### src/hw/mcs_regs.svh
// Register offsets, field positions, reset values and counts of the
// multichip alignment receive block. Included by the package and the top.
`ifndef MCS_REGS_SVH
`define MCS_REGS_SVH

// Register offsets on the plain register port
`define MCS_ADDR_CHIP_MODE 8'h01
`define MCS_ADDR_ALIGN_CTRL 8'h03
`define MCS_ADDR_FAULT 8'h09

// chip_mode_control fields
`define MCS_CM_CODE_EN 13
`define MCS_CM_SYNC_SEL 12
`define MCS_CM_PULSE_EN 11
`define MCS_CM_STB_INV 1

// alignment_control fields
`define MCS_AC_CORR_HI 31
`define MCS_AC_CORR_LO 27
`define MCS_AC_RX_EN 26
`define MCS_AC_TX_EN 25
`define MCS_AC_TAP_HI 23
`define MCS_AC_TAP_LO 19
`define MCS_AC_CHK_MODE 18
`define MCS_AC_SET_HIGH 10
`define MCS_AC_CLKST_HI 7
`define MCS_AC_CLKST_LO 4
`define MCS_AC_MARGIN_HI 3
`define MCS_AC_MARGIN_LO 0

// fault_status_and_enable fields
`define MCS_FS_IRQ_EN 0
`define MCS_FS_TYPE 4
`define MCS_FS_FLAG 6

// Reset values
`define MCS_RST_CHIP_MODE 32'h00000000
`define MCS_RST_ALIGN_CTRL 32'h80000000

// Sequencer, delay line and code figures
`define MCS_SEQ_STATES 32
`define MCS_DLY_TAPS 32
`define MCS_CODE_LEN 16
`define MCS_CODE_WORD 16'hB36A
`define MCS_PHASE_BITS 16

`endif

### src/hw/mcs_pkg.sv
// Types shared by the multichip alignment receive block.
// Assumes the constant header sits in the include path.
`include "mcs_regs.svh"

package mcs_pkg;

  // Register port request, all fields same clock as sys_clk
  typedef struct packed {
    logic wr;
    logic rd;
    logic [7:0] addr;
    logic [31:0] wdata;
  } mcs_bus_req_t;

  // Code mode phase recovery state
  typedef enum logic [0:0] {
    MCS_PN_HUNT = 1'b0,
    MCS_PN_PHASE = 1'b1
  } mcs_pn_st_t;

endpackage

### src/hw/mcs_align_rx.sv
// Multichip alignment receive logic: alignment input sampling with a
// programmable delay, edge and code modes, 32-state clock sequencer,
// NCO phase accumulator initialisation and alignment margin check.
// Assumes sys_clk is the conversion sample clock; all pins asynchronous.
//
// Overview of operation
// - Init pulse one sample cycle, forces sequencer
// - Edge mode: pulse per rising alignment edge
// - Code mode: pulse per recognised code
// - Init pulse loads sequencer load value
// - Sequencer cycles 32 states, reload keeps phase
// - Load value increment advances clocks one cycle
// - Edge mode: common transmit strobe resets NCO accumulator
// - Code mode slave takes master NCO phase
// - Alignment input sampled by sample clock
// - Strobe sampled by data clock, polarity selectable
// - Margin below threshold sets fault flag
// - Check select zero means manual mode
// - Five-bit delay tap on alignment input
// - Interrupt enable gates fault onto request
// - Writing one clears the fault flag
// - Fault type tells setup from hold
// - Fault flag latches until a write of one clears it
// - Masked flag cannot drive interrupt request
`timescale 1ns/1ps
`include "mcs_regs.svh"

module mcs_align_rx (
  // Clock and reset
  input wire logic sys_clk,
  input wire logic rst_n,
  // Register port
  input wire mcs_pkg::mcs_bus_req_t bus_req,
  output logic [31:0] bus_rdata,
  // Pins from the far side
  input wire logic align_rx_pin,
  input wire logic transmit_strobe_pin,
  input wire logic input_data_clock,
  // NCO tuning from the datapath
  input wire logic [31:0] nco_ftw,
  // Sequencer and NCO state
  output logic init_pulse,
  output logic [4:0] seq_state,
  output logic [31:0] nco_phase,
  // Open-drain interrupt request, active low
  input wire logic irq_n_in,
  output logic irq_n_out,
  output logic irq_n_oe_n
);

  import mcs_pkg::*;

  //////////////////////////////////////////////////////////////////////
  logic [31:0] chip_mode_ff;
  logic [31:0] align_ctrl_ff;
  logic irq_en_ff;
  logic fault_ff;
  logic fault_type_ff;
  logic [31:0] rdata_ff;

  logic rx_s;
  logic dclk_s;
  logic stb_s;
  logic dclk_d_ff;
  logic stb_prev_ff;
  logic [`MCS_DLY_TAPS-1:0] dly_ff;
  logic smp_prev_ff;
  logic smp;
  logic [4:0] tap;
  logic [3:0] margin;
  logic edge_mode;
  logic code_mode;
  logic edge_hit;
  logic code_hit;
  logic nxt_init;
  logic setup_bad;
  logic hold_bad;
  logic margin_fault;
  logic dclk_rise;
  logic strobe_evt;
  logic fault_clr;

  mcs_pn_st_t pn_st_ff;
  logic [3:0] pn_cnt_ff;
  logic [`MCS_PHASE_BITS-1:0] pn_phase_ff;
  logic irq_n_seen_unused;

  assign irq_n_seen_unused = irq_n_in;

  //////////////////////////////////////////////////////////////////////
  // Pin synchronisers

  mcs_sync2 u_sync_rx (
    .sys_clk(sys_clk),
    .rst_n(rst_n),
    .async_in(align_rx_pin),
    .sync_out(rx_s)
  );

  mcs_sync2 u_sync_dclk (
    .sys_clk(sys_clk),
    .rst_n(rst_n),
    .async_in(input_data_clock),
    .sync_out(dclk_s)
  );

  mcs_sync2 u_sync_stb (
    .sys_clk(sys_clk),
    .rst_n(rst_n),
    .async_in(transmit_strobe_pin),
    .sync_out(stb_s)
  );

  //////////////////////////////////////////////////////////////////////
  // Register port

  assign fault_clr = bus_req.wr && (bus_req.addr == `MCS_ADDR_FAULT) &&
                     bus_req.wdata[`MCS_FS_FLAG];

  always_ff @(posedge sys_clk) begin
    if (!rst_n) begin
      chip_mode_ff <= `MCS_RST_CHIP_MODE;
      align_ctrl_ff <= `MCS_RST_ALIGN_CTRL;
      irq_en_ff <= 1'b0;
    end else if (bus_req.wr) begin
      if (bus_req.addr == `MCS_ADDR_CHIP_MODE) begin
        chip_mode_ff <= bus_req.wdata;
      end else if (bus_req.addr == `MCS_ADDR_ALIGN_CTRL) begin
        align_ctrl_ff <= bus_req.wdata;
      end else if (bus_req.addr == `MCS_ADDR_FAULT) begin
        irq_en_ff <= bus_req.wdata[`MCS_FS_IRQ_EN];
      end
    end
  end

  // Read data stand one cycle after the strobe and only then
  always_ff @(posedge sys_clk) begin
    if (!rst_n) begin
      rdata_ff <= 32'h00000000;
    end else if (bus_req.rd) begin
      if (bus_req.addr == `MCS_ADDR_CHIP_MODE) begin
        rdata_ff <= chip_mode_ff;
      end else if (bus_req.addr == `MCS_ADDR_ALIGN_CTRL) begin
        rdata_ff <= align_ctrl_ff;
      end else if (bus_req.addr == `MCS_ADDR_FAULT) begin
        rdata_ff <= 32'h00000000;
        rdata_ff[`MCS_FS_IRQ_EN] <= irq_en_ff;
        rdata_ff[`MCS_FS_TYPE] <= fault_type_ff;
        rdata_ff[`MCS_FS_FLAG] <= fault_ff;
      end else begin
        rdata_ff <= 32'h00000000;
      end
    end else begin
      rdata_ff <= 32'h00000000;
    end
  end

  assign bus_rdata = rdata_ff;

  //////////////////////////////////////////////////////////////////////
  // Mode decode

  assign edge_mode = align_ctrl_ff[`MCS_AC_RX_EN] &&
                     chip_mode_ff[`MCS_CM_PULSE_EN] &&
                     !chip_mode_ff[`MCS_CM_CODE_EN];
  assign code_mode = align_ctrl_ff[`MCS_AC_RX_EN] &&
                     chip_mode_ff[`MCS_CM_CODE_EN] &&
                     !chip_mode_ff[`MCS_CM_PULSE_EN];

  assign tap = align_ctrl_ff[`MCS_AC_TAP_HI:`MCS_AC_TAP_LO];
  assign margin = align_ctrl_ff[`MCS_AC_MARGIN_HI:`MCS_AC_MARGIN_LO];

  //////////////////////////////////////////////////////////////////////
  // Delay line on the alignment input

  always_ff @(posedge sys_clk) begin
    if (!rst_n) begin
      dly_ff <= '0;
    end else begin
      dly_ff <= {dly_ff[`MCS_DLY_TAPS-2:0], rx_s};
    end
  end

  assign smp = dly_ff[tap];

  always_ff @(posedge sys_clk) begin
    if (!rst_n) begin
      smp_prev_ff <= 1'b0;
    end else begin
      smp_prev_ff <= smp;
    end
  end

  assign edge_hit = edge_mode && smp && !smp_prev_ff;

  //////////////////////////////////////////////////////////////////////
  // Code mode recognition

  mcs_pn_corr u_corr (
    .sys_clk(sys_clk),
    .rst_n(rst_n),
    .bit_in(smp),
    .enable(code_mode),
    .threshold(align_ctrl_ff[`MCS_AC_CORR_HI:`MCS_AC_CORR_LO]),
    .hit(code_hit)
  );

  //////////////////////////////////////////////////////////////////////
  // Init pulse and sequencer

  assign nxt_init = edge_hit || code_hit;

  always_ff @(posedge sys_clk) begin
    if (!rst_n) begin
      init_pulse <= 1'b0;
    end else begin
      init_pulse <= nxt_init;
    end
  end

  always_ff @(posedge sys_clk) begin
    if (!rst_n) begin
      seq_state <= 5'h00;
    end else if (init_pulse) begin
      seq_state <= {1'b0, align_ctrl_ff[`MCS_AC_CLKST_HI:`MCS_AC_CLKST_LO]};
    end else begin
      seq_state <= seq_state + 5'h01;
    end
  end

  //////////////////////////////////////////////////////////////////////
  // Transmit strobe, sampled on data clock rising edges

  assign dclk_rise = dclk_s && !dclk_d_ff;

  always_ff @(posedge sys_clk) begin
    if (!rst_n) begin
      dclk_d_ff <= 1'b0;
    end else begin
      dclk_d_ff <= dclk_s;
    end
  end

  // Idle level follows polarity so the first sample is no false event
  always_ff @(posedge sys_clk) begin
    if (!rst_n) begin
      stb_prev_ff <= 1'b1;
    end else if (dclk_rise) begin
      stb_prev_ff <= stb_s ^ chip_mode_ff[`MCS_CM_STB_INV];
    end
  end

  assign strobe_evt = dclk_rise && stb_prev_ff &&
                      !(stb_s ^ chip_mode_ff[`MCS_CM_STB_INV]);

  //////////////////////////////////////////////////////////////////////
  // Master phase recovery in code mode

  always_ff @(posedge sys_clk) begin
    if (!rst_n) begin
      pn_st_ff <= MCS_PN_HUNT;
      pn_cnt_ff <= 4'h0;
      pn_phase_ff <= '0;
    end else begin
      case (pn_st_ff)
        MCS_PN_HUNT: begin
          pn_cnt_ff <= 4'h0;
          // First phase chip stands beside the hit, so take it here
          if (code_hit) begin
            pn_st_ff <= MCS_PN_PHASE;
            pn_cnt_ff <= 4'h1;
            pn_phase_ff <= {{(`MCS_PHASE_BITS-1){1'b0}}, smp};
          end
        end
        MCS_PN_PHASE: begin
          pn_phase_ff <= {pn_phase_ff[`MCS_PHASE_BITS-2:0], smp};
          pn_cnt_ff <= pn_cnt_ff + 4'h1;
          if (!code_mode || pn_cnt_ff == 4'hF) begin
            pn_st_ff <= MCS_PN_HUNT;
          end
        end
        default: begin
          pn_st_ff <= MCS_PN_HUNT;
        end
      endcase
    end
  end

  //////////////////////////////////////////////////////////////////////
  // NCO phase accumulator

  always_ff @(posedge sys_clk) begin
    if (!rst_n) begin
      nco_phase <= 32'h00000000;
    end else if (edge_mode && strobe_evt) begin
      nco_phase <= 32'h00000000;
    end else if (pn_st_ff == MCS_PN_PHASE && pn_cnt_ff == 4'hF && code_mode) begin
      nco_phase <= {pn_phase_ff[`MCS_PHASE_BITS-2:0], smp, 16'h0000};
    end else begin
      nco_phase <= nco_phase + nco_ftw;
    end
  end

  //////////////////////////////////////////////////////////////////////
  // Margin check around each detected edge

  always_comb begin
    setup_bad = 1'b0;
    hold_bad = 1'b0;
    for (int k = 1; k <= 16; k++) begin
      if (k <= int'(margin) + 1) begin
        if (int'(tap) + k < `MCS_DLY_TAPS) begin
          if (dly_ff[int'(tap) + k] != smp_prev_ff) begin
            setup_bad = 1'b1;
          end
        end
        if (int'(tap) - k >= 0) begin
          if (dly_ff[int'(tap) - k] != smp) begin
            hold_bad = 1'b1;
          end
        end
      end
    end
  end

  assign margin_fault = (edge_hit || (code_mode && smp != smp_prev_ff)) &&
                        !align_ctrl_ff[`MCS_AC_CHK_MODE] &&
                        (setup_bad || hold_bad);

  always_ff @(posedge sys_clk) begin
    if (!rst_n) begin
      fault_ff <= 1'b0;
    end else if (margin_fault) begin
      fault_ff <= 1'b1;
    end else if (fault_clr) begin
      fault_ff <= 1'b0;
    end
  end

  always_ff @(posedge sys_clk) begin
    if (!rst_n) begin
      fault_type_ff <= 1'b0;
    end else if (margin_fault) begin
      fault_type_ff <= hold_bad && !setup_bad;
    end
  end

  //////////////////////////////////////////////////////////////////////
  // Interrupt request pin

  assign irq_n_out = 1'b0;

  assign irq_n_oe_n = !(fault_ff && irq_en_ff);

endmodule

### src/hw/mcs_pn_corr.sv
// Code correlator: flags when the received chip stream matches the
// expected code in at least the threshold number of positions.
// Assumes one chip per sys_clk cycle on an already synchronised bit.
`timescale 1ns/1ps
`include "mcs_regs.svh"

module mcs_pn_corr (
  // Clock and reset
  input wire logic sys_clk,
  input wire logic rst_n,
  // Stream and control
  input wire logic bit_in,
  input wire logic enable,
  input wire logic [4:0] threshold,
  // One-cycle recognition pulse
  output logic hit
);

  // Literal copy so single chips can be selected
  localparam logic [`MCS_CODE_LEN-1:0] code_word = `MCS_CODE_WORD;

  logic [`MCS_CODE_LEN-1:0] chips_ff;
  logic [`MCS_CODE_LEN-1:0] nxt_chips;
  logic match_ff;
  logic [4:0] agree;
  logic match_now;

  always_comb begin
    nxt_chips = {chips_ff[`MCS_CODE_LEN-2:0], bit_in};
    agree = 5'h00;
    for (int i = 0; i < `MCS_CODE_LEN; i++) begin
      agree = agree + {4'h0, ~(nxt_chips[i] ^ code_word[i])};
    end
    match_now = enable && (agree >= threshold);
  end

  always_ff @(posedge sys_clk) begin
    if (!rst_n) begin
      chips_ff <= '0;
      match_ff <= 1'b0;
      hit <= 1'b0;
    end else begin
      chips_ff <= nxt_chips;
      match_ff <= match_now;
      // One pulse per recognition, not per matching cycle
      hit <= match_now && !match_ff;
    end
  end

endmodule

### src/hw/mcs_sync2.sv
// Two flip-flop level synchroniser for one pin.
// Assumes the pin is asynchronous to sys_clk.
`timescale 1ns/1ps

module mcs_sync2 (
  // Clock and reset
  input wire logic sys_clk,
  input wire logic rst_n,
  // Pin and synchronised level
  input wire logic async_in,
  output logic sync_out
);

  logic stage1_ff;

  always_ff @(posedge sys_clk) begin
    if (!rst_n) begin
      stage1_ff <= 1'b0;
      sync_out <= 1'b0;
    end else begin
      stage1_ff <= async_in;
      sync_out <= stage1_ff;
    end
  end

endmodule

### config.mk
export PLATFORM = sky130hd
export DESIGN_NAME = mcs_align_rx
export DESIGN_NICKNAME = d
export VERILOG_FILES = /design/src/hw/mcs_pkg.sv /design/src/hw/mcs_align_rx.sv /design/src/hw/mcs_pn_corr.sv /design/src/hw/mcs_sync2.sv
export VERILOG_INCLUDE_DIRS = /design/src /design/src/hw
export SDC_FILE = /design/constraint.sdc
export NUM_CORES = 1
export LEC_CHECK = 0
export BUFFER_PORTS_ARGS = -buffer_cell sky130_fd_sc_hd__buf_4
export CORE_MARGIN = 4
export CORE_UTILIZATION = 45
export CTS_BUF_LIST = sky130_fd_sc_hd__clkbuf_8
export CTS_CLUSTER_DIAMETER = 60
export DETAILED_ROUTE_END_ITERATION = 8
export GPL_TIMING_DRIVEN = 0
export PLACE_DENSITY_LB_ADDON = 0.05
export SLEW_MARGIN = 20
export SYNTH_ARGS = -nofsm -noshare
export SYNTH_HDL_FRONTEND = slang
export SYNTH_SLANG_ARGS = --single-unit
### constraint.sdc
create_clock -name sys_clk -period 7.4 [get_ports sys_clk]
set_input_delay 1.48 -clock sys_clk [delete_from_list [all_inputs] [get_ports sys_clk]]
set_output_delay 1.48 -clock sys_clk [all_outputs]
set_load 0.01 [all_outputs]
### Yosys cells after proc, flatten, opt, wreduce, memory -nomap -nowiden

Cells that the tools add are included.

* bits in latches: 0
* output and inout bits: 72
* ROM bits: 0
* input port bits: 80
* logic and storage cells: 461
* memories kept: 0
* RAM bits: 0
* register bits: 215

* $lt $le $gt $ge: 82
* mux-type cells: 208
* $add $sub $neg: 51
* divide/modulo/power cells: 0
* reduce and logical (&&, ||, !) cells: 43
* equal/unequal tests: 38
* multipliers: 0
* bitwise operators: 12
* shift operators: 0

Operators by type and width (number)
* less-than comparator 32 x 7 -> 1 bit, second input constant: 16
* <= comparator 5 x 32 -> 1 bit, first input constant: 8
* two-way mux 1 bit: 166
* binary-select mux 1 bit (select 5 bit): 33
* <= comparator 4 x 32 -> 1 bit, first input constant: 4
* less-than comparator 6 x 7 -> 1 bit, second input constant: 16
* greater-or-equal comparator 6 x 1 -> 1 bit, second input constant: 16
* less-than comparator 6 bit, second input constant: 16
* two-way mux 32 bit: 3
* adder 5 x 1 -> 5 bit: 14
* <= comparator 3 x 32 -> 1 bit, first input constant: 2
* adder 5 x 4 -> 6 bit, second input constant: 8
* subtractor 5 x 4 -> 6 bit, second input constant: 8
* != test 1 bit: 33
* adder 32 bit: 1
* <= comparator 2 x 32 -> 1 bit, first input constant: 1
* one-hot mux 15 bit (2 select lines): 1
* adder 5 x 3 -> 6 bit, second input constant: 4
* subtractor 5 x 3 -> 6 bit, second input constant: 4
* logical AND 1 bit: 21
* two-way mux 15 bit: 1
* adder 5 x 2 -> 6 bit, second input constant: 2
* subtractor 5 x 2 -> 6 bit, second input constant: 2
* NOT 1 bit: 11
* other kinds (29): 43

### Logic depth before layout (Yosys ltp)

Gate-level depths: netlist (run 1).

* word-level depth: 56
* depth in mapped cells: 26
* gate-level depth less buffers: 21

### Modules after synthesis

A second synthesis (run 1) with hierarchy kept.

* cell total of the unflattened synthesis: 1429
* area total of the unflattened synthesis: 13561.8 um^2

Modules (own cells, without submodules)
* mcs_align_rx: area each 12455.7 um^2, seq. area each 3843.7 um^2, times used 1, cells an instance 1327
* mcs_pn_corr: area each 948.4 um^2, seq. area each 340.3 um^2, times used 1, cells an instance 90
* mcs_sync2: area each 52.6 um^2, seq. area each 40.0 um^2, times used 3, cells an instance 4

### Worst setup path before layout (run 1)

Ideal clock, no wire load.

* path kind: register to register
* start point: register align_ctrl_ff[23]
* end point: register u_corr.hit
* setup time: 0.114 ns
* period minus slack after synthesis: 6.414 ns
* path buffers: 3
* data required time: 7.286 ns
* data arrival time: 6.300 ns
* stages on the path, launching flop included: 24
* setup slack: 0.986 ns
* path through: dfxtp_1 > clkbuf_1 > buf_1 > clkinv_1 > mux4_2 > buf_2 > ha_1 > fa_1 > inv_1 > fa_1 > fa_1 > inv_1 > fa_1 > fa_1 > inv_1 > fa_1 > inv_1 > ha_1 > a21o_1 > a21o_1 > a21oi_1 > nor2b_1 > o211a_1 > nor2b_1

* word-level cells in the longest chain between the ends: 21

Ends and longest elaborated chain
* from (decl): RTL line mcs_align_rx.sv:55 `logic [31:0] align_ctrl_ff;`
* from (signal assigned): RTL line mcs_align_rx.sv:123 `` align_ctrl_ff <= `MCS_RST_ALIGN_CTRL; ``
* from (signal assigned): RTL line mcs_align_rx.sv:129 `align_ctrl_ff <= bus_req.wdata;`
* binary-select mux 1 bit (select 5 bit): RTL line mcs_align_rx.sv:184 `assign smp = dly_ff[tap];`
* two-way mux 1 bit (not written as such): RTL line mcs_align_rx.sv:184
* NOT 1 bit: RTL line mcs_pn_corr.sv:32 `agree = agree + {4'h0, ~(nxt_chips[i] ^ code_word[i])};`
* adder 1 x 1 -> 2 bit: RTL line mcs_pn_corr.sv:32
* adder 5 x 1 -> 5 bit (14 in series): RTL line mcs_pn_corr.sv:32
* greater-or-equal comparator 5 bit: RTL line mcs_pn_corr.sv:34 `match_now = enable && (agree >= threshold);`
* logical AND 1 bit: RTL line mcs_pn_corr.sv:34
* logical AND 1 bit: RTL line mcs_pn_corr.sv:46 `hit <= match_now && !match_ff;`
* to (signal assigned): RTL line mcs_pn_corr.sv:46
* to (decl): RTL line mcs_pn_corr.sv:16 `output logic hit`

No other way between the ends. The select of a mux whose other input is x is not followed.
A chain may end at the register's enable or synchronous reset.

### Worst setup path in the final report (run 1)

* start point: register align_ctrl_ff[22]
* end point: register u_corr.hit

The elaborated chain is that of the path after synthesis.

==> results of run 1 <==
stage by stage:
stage / power (mW) / instance area [sq um] / std cells / setup slack (ps)
after floorplan: 1.87 / 13600 / 1407 / 986
after detailed placement: 2.14 / 15200 / 1945 / -5.53
after CTS: 3.32 / 16000 / 2011 / 69.4
after global placement: 2.14 / 15200 / 1945 / 4.29
final: 3.27 / 16000 / 2010 / 382
after global routing: 3.48 / 16000 / 2010 / 24.3
sequential cells by signal, indices dropped and copies added (netlist names), 4 cells and up:
name and cells:
chip_mode_ff 32, pn_phase_ff 15, u_corr.chips_ff 15, dly_ff 32, pn_cnt_ff 4, nco_phase 32, bus_rdata 32, align_ctrl_ff 32
seq_state 5
area by class of cell:
type | instances | area, sq um | share of cell area (%)
plain buffers | 79 | 354 | 2.21
inverters | 54 | 203 | 1.27
clock buffers | 49 | 674 | 4.22
well taps | 390 | 488 | 3.05
flip-flops and latches | 214 | 4280 | 26.8
repair buffers | 148 | 1110 | 6.95
multi-input cells | 1059 | 8740 | 54.7
clock inverters | 17 | 136 | 0.853
per-layer routing:
metal | part of all wire (%) | track usage (%) | vias up
li1 | - | - | 5462
met1 | 44 | 30.3 | 5371
met2 | 47 | 37.4 | 328
met3 | 5.6 | 4.07 | 72
met4 | 2.9 | 7.11 | 0
met5 | 0 | 0 | -
power by group:
part	total [mW]	internal, mW	leakage [nW]	switching (mW)
logic	0.845	0.409	4.09	0.436
registers	1.27	1.23	1.73	0.0459
clock network	1.16	0.639	0.438	0.516
total	3.27	2.28	6.26	0.999
cells by family after synthesis:
logic type,after synthesis,share of synthesized area (%)
simple gates,459,15.9
fa+ha+maj,74,7.43
other cells,1,0.0276
xor+xnor,65,4.39
mux,170,21.7
flops,214,31.6
compound gates,290,14.9
buf+inv,134,4.10
path summary, 6_finish.rpt:
| kind | to | slack (ps) | cells past startpoint |
|---|---|---|---|
| worst max-delay path | u_corr.hit | 380 | 24 |
| worst max register to register | u_corr.hit | 380 | 24 |
| worst min register to register | u_corr.hit | 380 | 1 |
| worst min-delay path | u_corr.hit | 380 | 1 |
timing repair:
| action | in CTS | in global routing |
|---|---|---|
| gates resized for setup | 1 | 4 |
| hold buffers | 0 | 0 |
| gates cloned | 0 | 0 |
| hold endpoints to repair | 0 | 0 |
| setup endpoints to repair | 1 | 2 |
| pin swaps | 0 | 0 |
placed cells by master, fill, tap and decap left out, types with 20 or more instances in the layout:
cell        n
xnor2_1    46
o21ai_0    30
mux4_2     72
buf_4     150
nand2_1   190
nand3_1    21
nor2_1     87
a21oi_1    61
mux2i_1    73
nor2b_1    27
a21o_1     20
clkbuf_8   49
mux4_1     21
a21boi_0   72
clkbuf_1   59
and2_1     66
nor3_1     23
inv_1      58
ha_1       63
dfxtp_1   214
==> run summary, run 1 <==
Via count: 11233
Clock transition at path regs: 60 ps
# rows: 63
GRT Total Usage: 22.6%
Arrival time at the worst endpoint: 7470 ps
Slowest stage cell on the critical path: fa_1
H-tree depth: 2
Routed wire length: 37900 microns
RR Startpoint: align_ctrl_ff[22]
Root Buffer: clkbuf_8
Post-synthesis sequential area ratio: 31.6%
Clock Path Buffers: 3
Antenna Nets Post-Route: 0
Hold_sp: u_corr.match_ff
Fin Setup TNS: 0 ps
PwrDens: 205 nW/um^2
YS warnings: 0
WHS: 385 ps
Final Cycle Share: 94.8%
DRT Pass-1 Iters: 5
Nature of the critical path endpoint: register
Fill count: 2799
Pin count of the biggest net entering global routing: 13
Top cell type's share of synthesized area: 31.6%
Maximum fanout along the worst path: 10
Synth unique cells: 73
Async SR Flop Fraction: 0%
Post-Syn Area: 13600 sq um
Clock insertion delay at the later pin of the skew report: 560 ps
Die span in x: 182 microns
Post-synthesis instance total: 1407
Synth-to-Final Area Change: 17.8%
Max-Cap Viols: 0
Flops & latches, synth: 214
Slew of the pin with the lowest slew margin: 911 ps
Fin Clk Skew: 30.6 ps
Top cells by count, synth: dfxtp_1, nand2_1, nor2_1
Initial antenna violation count: 0
Final-stage net count: 1750
RePlAce Congestion: 0.898
Synth area leader: dfxtp_1
Worst Hold Class: register to register
Global-route wire length before repair: 60600 microns
IO Pins: 152
Slew Viols, Final: 0
EDFF count, synth: 0
Crit-path max cell delay: 510 ps
Residual DRC: 0
Ys flop type: dfxtp_1
VDD IR max: 153 uV
CTS tree: done
Leakage: 6.26 nW
Syn nets: 1561
Share of cells above drive strength 1: 19.1%
Worst Setup Start Kind: register
Die area: 33000 sq um
DP HPWL: 28900 microns
Status: finished clean
Initial Util: 45.7%
Post-CTS setup buffers: 0
Hold Fails Final Rpt: 0
Setup Viol. Count Final: 0
Final core utilization: 53.8%
Core region area: 29700 sq um
Top-count cell post-synth: dfxtp_1
Cell family with the largest share of critical-path delay: adder cells
CTS buffer count: 40
Grt total ovfl: 0
Crit path buffers/inverters: 7
Syn Area/Cell: 9.65 sq um
Slew HR: 38.9%
# diodes: 0
RSZ-0062 raised after global routing: no
Critical path's most frequent cell: fa_1
DR iter-0 viols: 666
Critical path origin: align_ctrl_ff[22]
WL per Instance: 18.9 microns
Clock sinks: 214
Worst Setup Path Type: register to register
WP data required: 7860 ps
Minimum clock period: 7020 ps
F_max: 142 MHz
Vias in the first global route: 11048
Worst path cell trace: buf_2 -> clkbuf_2 -> mux4_2 -> mux2i_1 -> mux4_2 -> buf_2 -> ha_1 -> fa_1 -> inv_1 -> fa_1 -> fa_1 -> inv_1 -> fa_1 -> fa_1 -> inv_1 -> fa_1 -> inv_1 -> ha_1 -> a21o_1 -> a21o_1 -> a21oi_1 -> nor2b_1 -> o211a_1 -> nor2b_1
I/O Buffers: 148
Synth top area cells: dfxtp_1, mux4_2, ha_1
DIE HEIGHT: 182 microns
Via/cell ratio: 5.59
(Power assumes the default switching activity.)
==> run 2, diff against run 1 <==
- GPL_TIMING_DRIVEN: 0 -> not set
==> run 2 against run 1 <==
Non-clock buffer count is 63 lower; critical endpoint unchanged; die area stayed put; final cell count is 3.2% lower; power is 2.6% lower; global-route usage is 1.7 points lower; fmax is 8.1% higher.
==> run summary, run 2 (synthesized netlist as in run 1, its figures left out) <==
Setup Viol. Count Final: 0 (unchanged)
H-tree depth: 2 (unchanged)
Final Cycle Share: 87.7% (-7.1 points)
Via/cell ratio: 5.58 (-0.10%)
Initial Util: 45.7% (unchanged)
Maximum fanout along the worst path: 19 (+9)
F_max: 154 MHz (+8.1%)
CTS tree: done
Clock insertion delay at the later pin of the skew report: 540 ps (-20 ps)
Residual DRC: 0 (unchanged)
Worst Setup Start Kind: register
Minimum clock period: 6490 ps (-527 ps)
Slew Viols, Final: 0 (unchanged)
# hold bufs at CTS: 0 (unchanged)
Share of cells above drive strength 1: 20.1% (+0.92 points)
Root Buffer: clkbuf_8
WL per Instance: 18.2 microns (-3.4%)
I/O Buffers: 149 (+0.68%)
RSZ-0062 raised after global routing: no
Quantity of gates resized following cts: 0 (-1)
Vias in the first global route: 10405 (-5.8%)
Most common cell after layout, fill and taps aside: dfxtp_1
Pin count of the biggest net entering global routing: 97 (+84)
Via count: 10864 (-3.3%)
GRT Total Usage: 20.9% (-1.7 points)
IO Pins: 152 (unchanged)
Grt total ovfl: 0 (unchanged)
Max-Cap Viols: 0 (unchanged)
Clock transition at path regs: 60 ps (about the same)
Arrival time at the worst endpoint: 6920 ps (-550 ps)
Fin Clk Skew: 36.3 ps (+5.70 ps)
Clock sinks: 214 (unchanged)
CTS buffer count: 40 (unchanged)
PwrDens: 203 nW/um^2 (-0.88%)
Slew of the pin with the lowest slew margin: 997 ps (+86.5 ps)
Leakage: 6.19 nW (-1.2%)
Hold Fails Final Rpt: 0 (unchanged)
Nature of the critical path endpoint: register
Synth-to-Final Area Change: 15.8%
Core region area: 29700 sq um (unchanged)
RePlAce Congestion: 0.875 (-2.6%)
Commonest non-fill, non-tap cells in the layout: dfxtp_1, nand2_1, buf_4
Slew HR: 33.2% (-5.7 points)
Cell family with the largest share of critical-path delay: adder cells
DP HPWL: 25700 microns (-11%)
Final core utilization: 52.9% (-0.95 points)
Crit path buffers/inverters: 5 (-2)
Initial antenna violation count: 0 (unchanged)
Post-CTS setup buffers: 0 (unchanged)
Slowest stage cell on the critical path: mux4_2
# rows: 63 (unchanged)
Status: finished clean
Crit-path max cell delay: 540 ps (+30 ps)
DIE HEIGHT: 182 microns (unchanged)
Non-Filler Instances: 1946 (-3.2%)
Fin Setup TNS: 0 ps (unchanged)
DR iter-0 viols: 546 (-18%)
Worst Hold Class: register to register
Antenna Nets Post-Route: 0 (unchanged)
Final-stage net count: 1687 (-3.6%)
Die span in x: 182 microns (unchanged)
Critical path's most frequent cell: fa_1
Global-route wire length before repair: 56800 microns (-6.3%)
VDD IR max: 108 uV (-29%)
Die area: 33000 sq um (unchanged)
DRT Pass-1 Iters: 5 (unchanged)
Worst Setup Path Type: register to register
DP Cell Count: 1881 (-3.3%)
# diodes: 0 (unchanged)
Routed wire length: 35500 microns (-6.4%)
WP data required: 7830 ps (-30 ps)
Clock Path Buffers: 3 (unchanged)
Worst path cell trace: buf_4 -> mux4_2 -> mux2i_1 -> mux4_2 -> ha_1 -> fa_1 -> inv_1 -> fa_1 -> fa_1 -> inv_1 -> fa_1 -> fa_1 -> inv_1 -> fa_1 -> inv_1 -> ha_1 -> a21o_1 -> a21o_1 -> a21oi_1 -> nor2b_1 -> o211a_1 -> nor2b_1
## run 2: cell count changes in the layout (fill, tap and decap cells not counted), moves of 2 or more
cell      before  now
dfxtp_1      214  212
inv_1         58   62
clkbuf_2       2    0
dfxtp_2        0    2
buf_1          7    0
buf_2          6    0
clkbuf_1      59    0
buf_12         2    0
buf_4        150  164
## run 2: per-layer routing
layer	share of wire [%]	track usage (%)	vias to the layer above
met5	0	0	-
li1	-	-	5340
met3	5.0	3.57	54
met1	46	29.1	5213
met2	47	33.9	257
met4	2.4	5.70	0
## run 2: power by group
| part | internal, mW | switching (mW) | total (mW) |
|---|---|---|---|
| Combinational | 0.407 | 0.430 | 0.837 |
| Sequential | 1.23 | 0.0452 | 1.27 |
| Clock | 0.586 | 0.491 | 1.08 |
| Total | 2.22 | 0.966 | 3.19 |
## run 2: path summary, 6_finish.rpt
| path | start | endpoint | slack (ps) | depth (start not counted) |
|---|---|---|---|---|
| max | align_ctrl_ff[20] | u_corr.hit | 910 | 22 |
| max reg2reg | align_ctrl_ff[20] | u_corr.hit | 910 | 22 |
| min | u_corr.match_ff | u_corr.hit | 390 | 1 |
| min reg2reg | u_corr.match_ff | u_corr.hit | 390 | 1 |
## run 2: final cells by class
cell class | count | area [sq um]
Clock buffer | 48 | 661
Clock inverter | 17 | 91.3
Fill cell | 2788 | 14000
Inverter | 54 | 203
Multi-Input combinational cell | 1059 | 8750
Sequential cell | 214 | 4290
Tap cell | 390 | 488
Timing Repair Buffer | 164 | 1230
## run 2: metrics by stage
step | worst slack (ps) | hold slack [ps] | total power [mW] | instance area, sq um
after global routing | 503 | 401 | 3.39 | 15700
after global placement | 913 | 374 | 2.13 | 15000
after detailed placement | 832 | 382 | 2.14 | 15000
after CTS | 819 | 390 | 3.23 | 15700
after floorplan | 986 | 367 | 1.87 | 13600
final | 909 | 386 | 3.19 | 15700
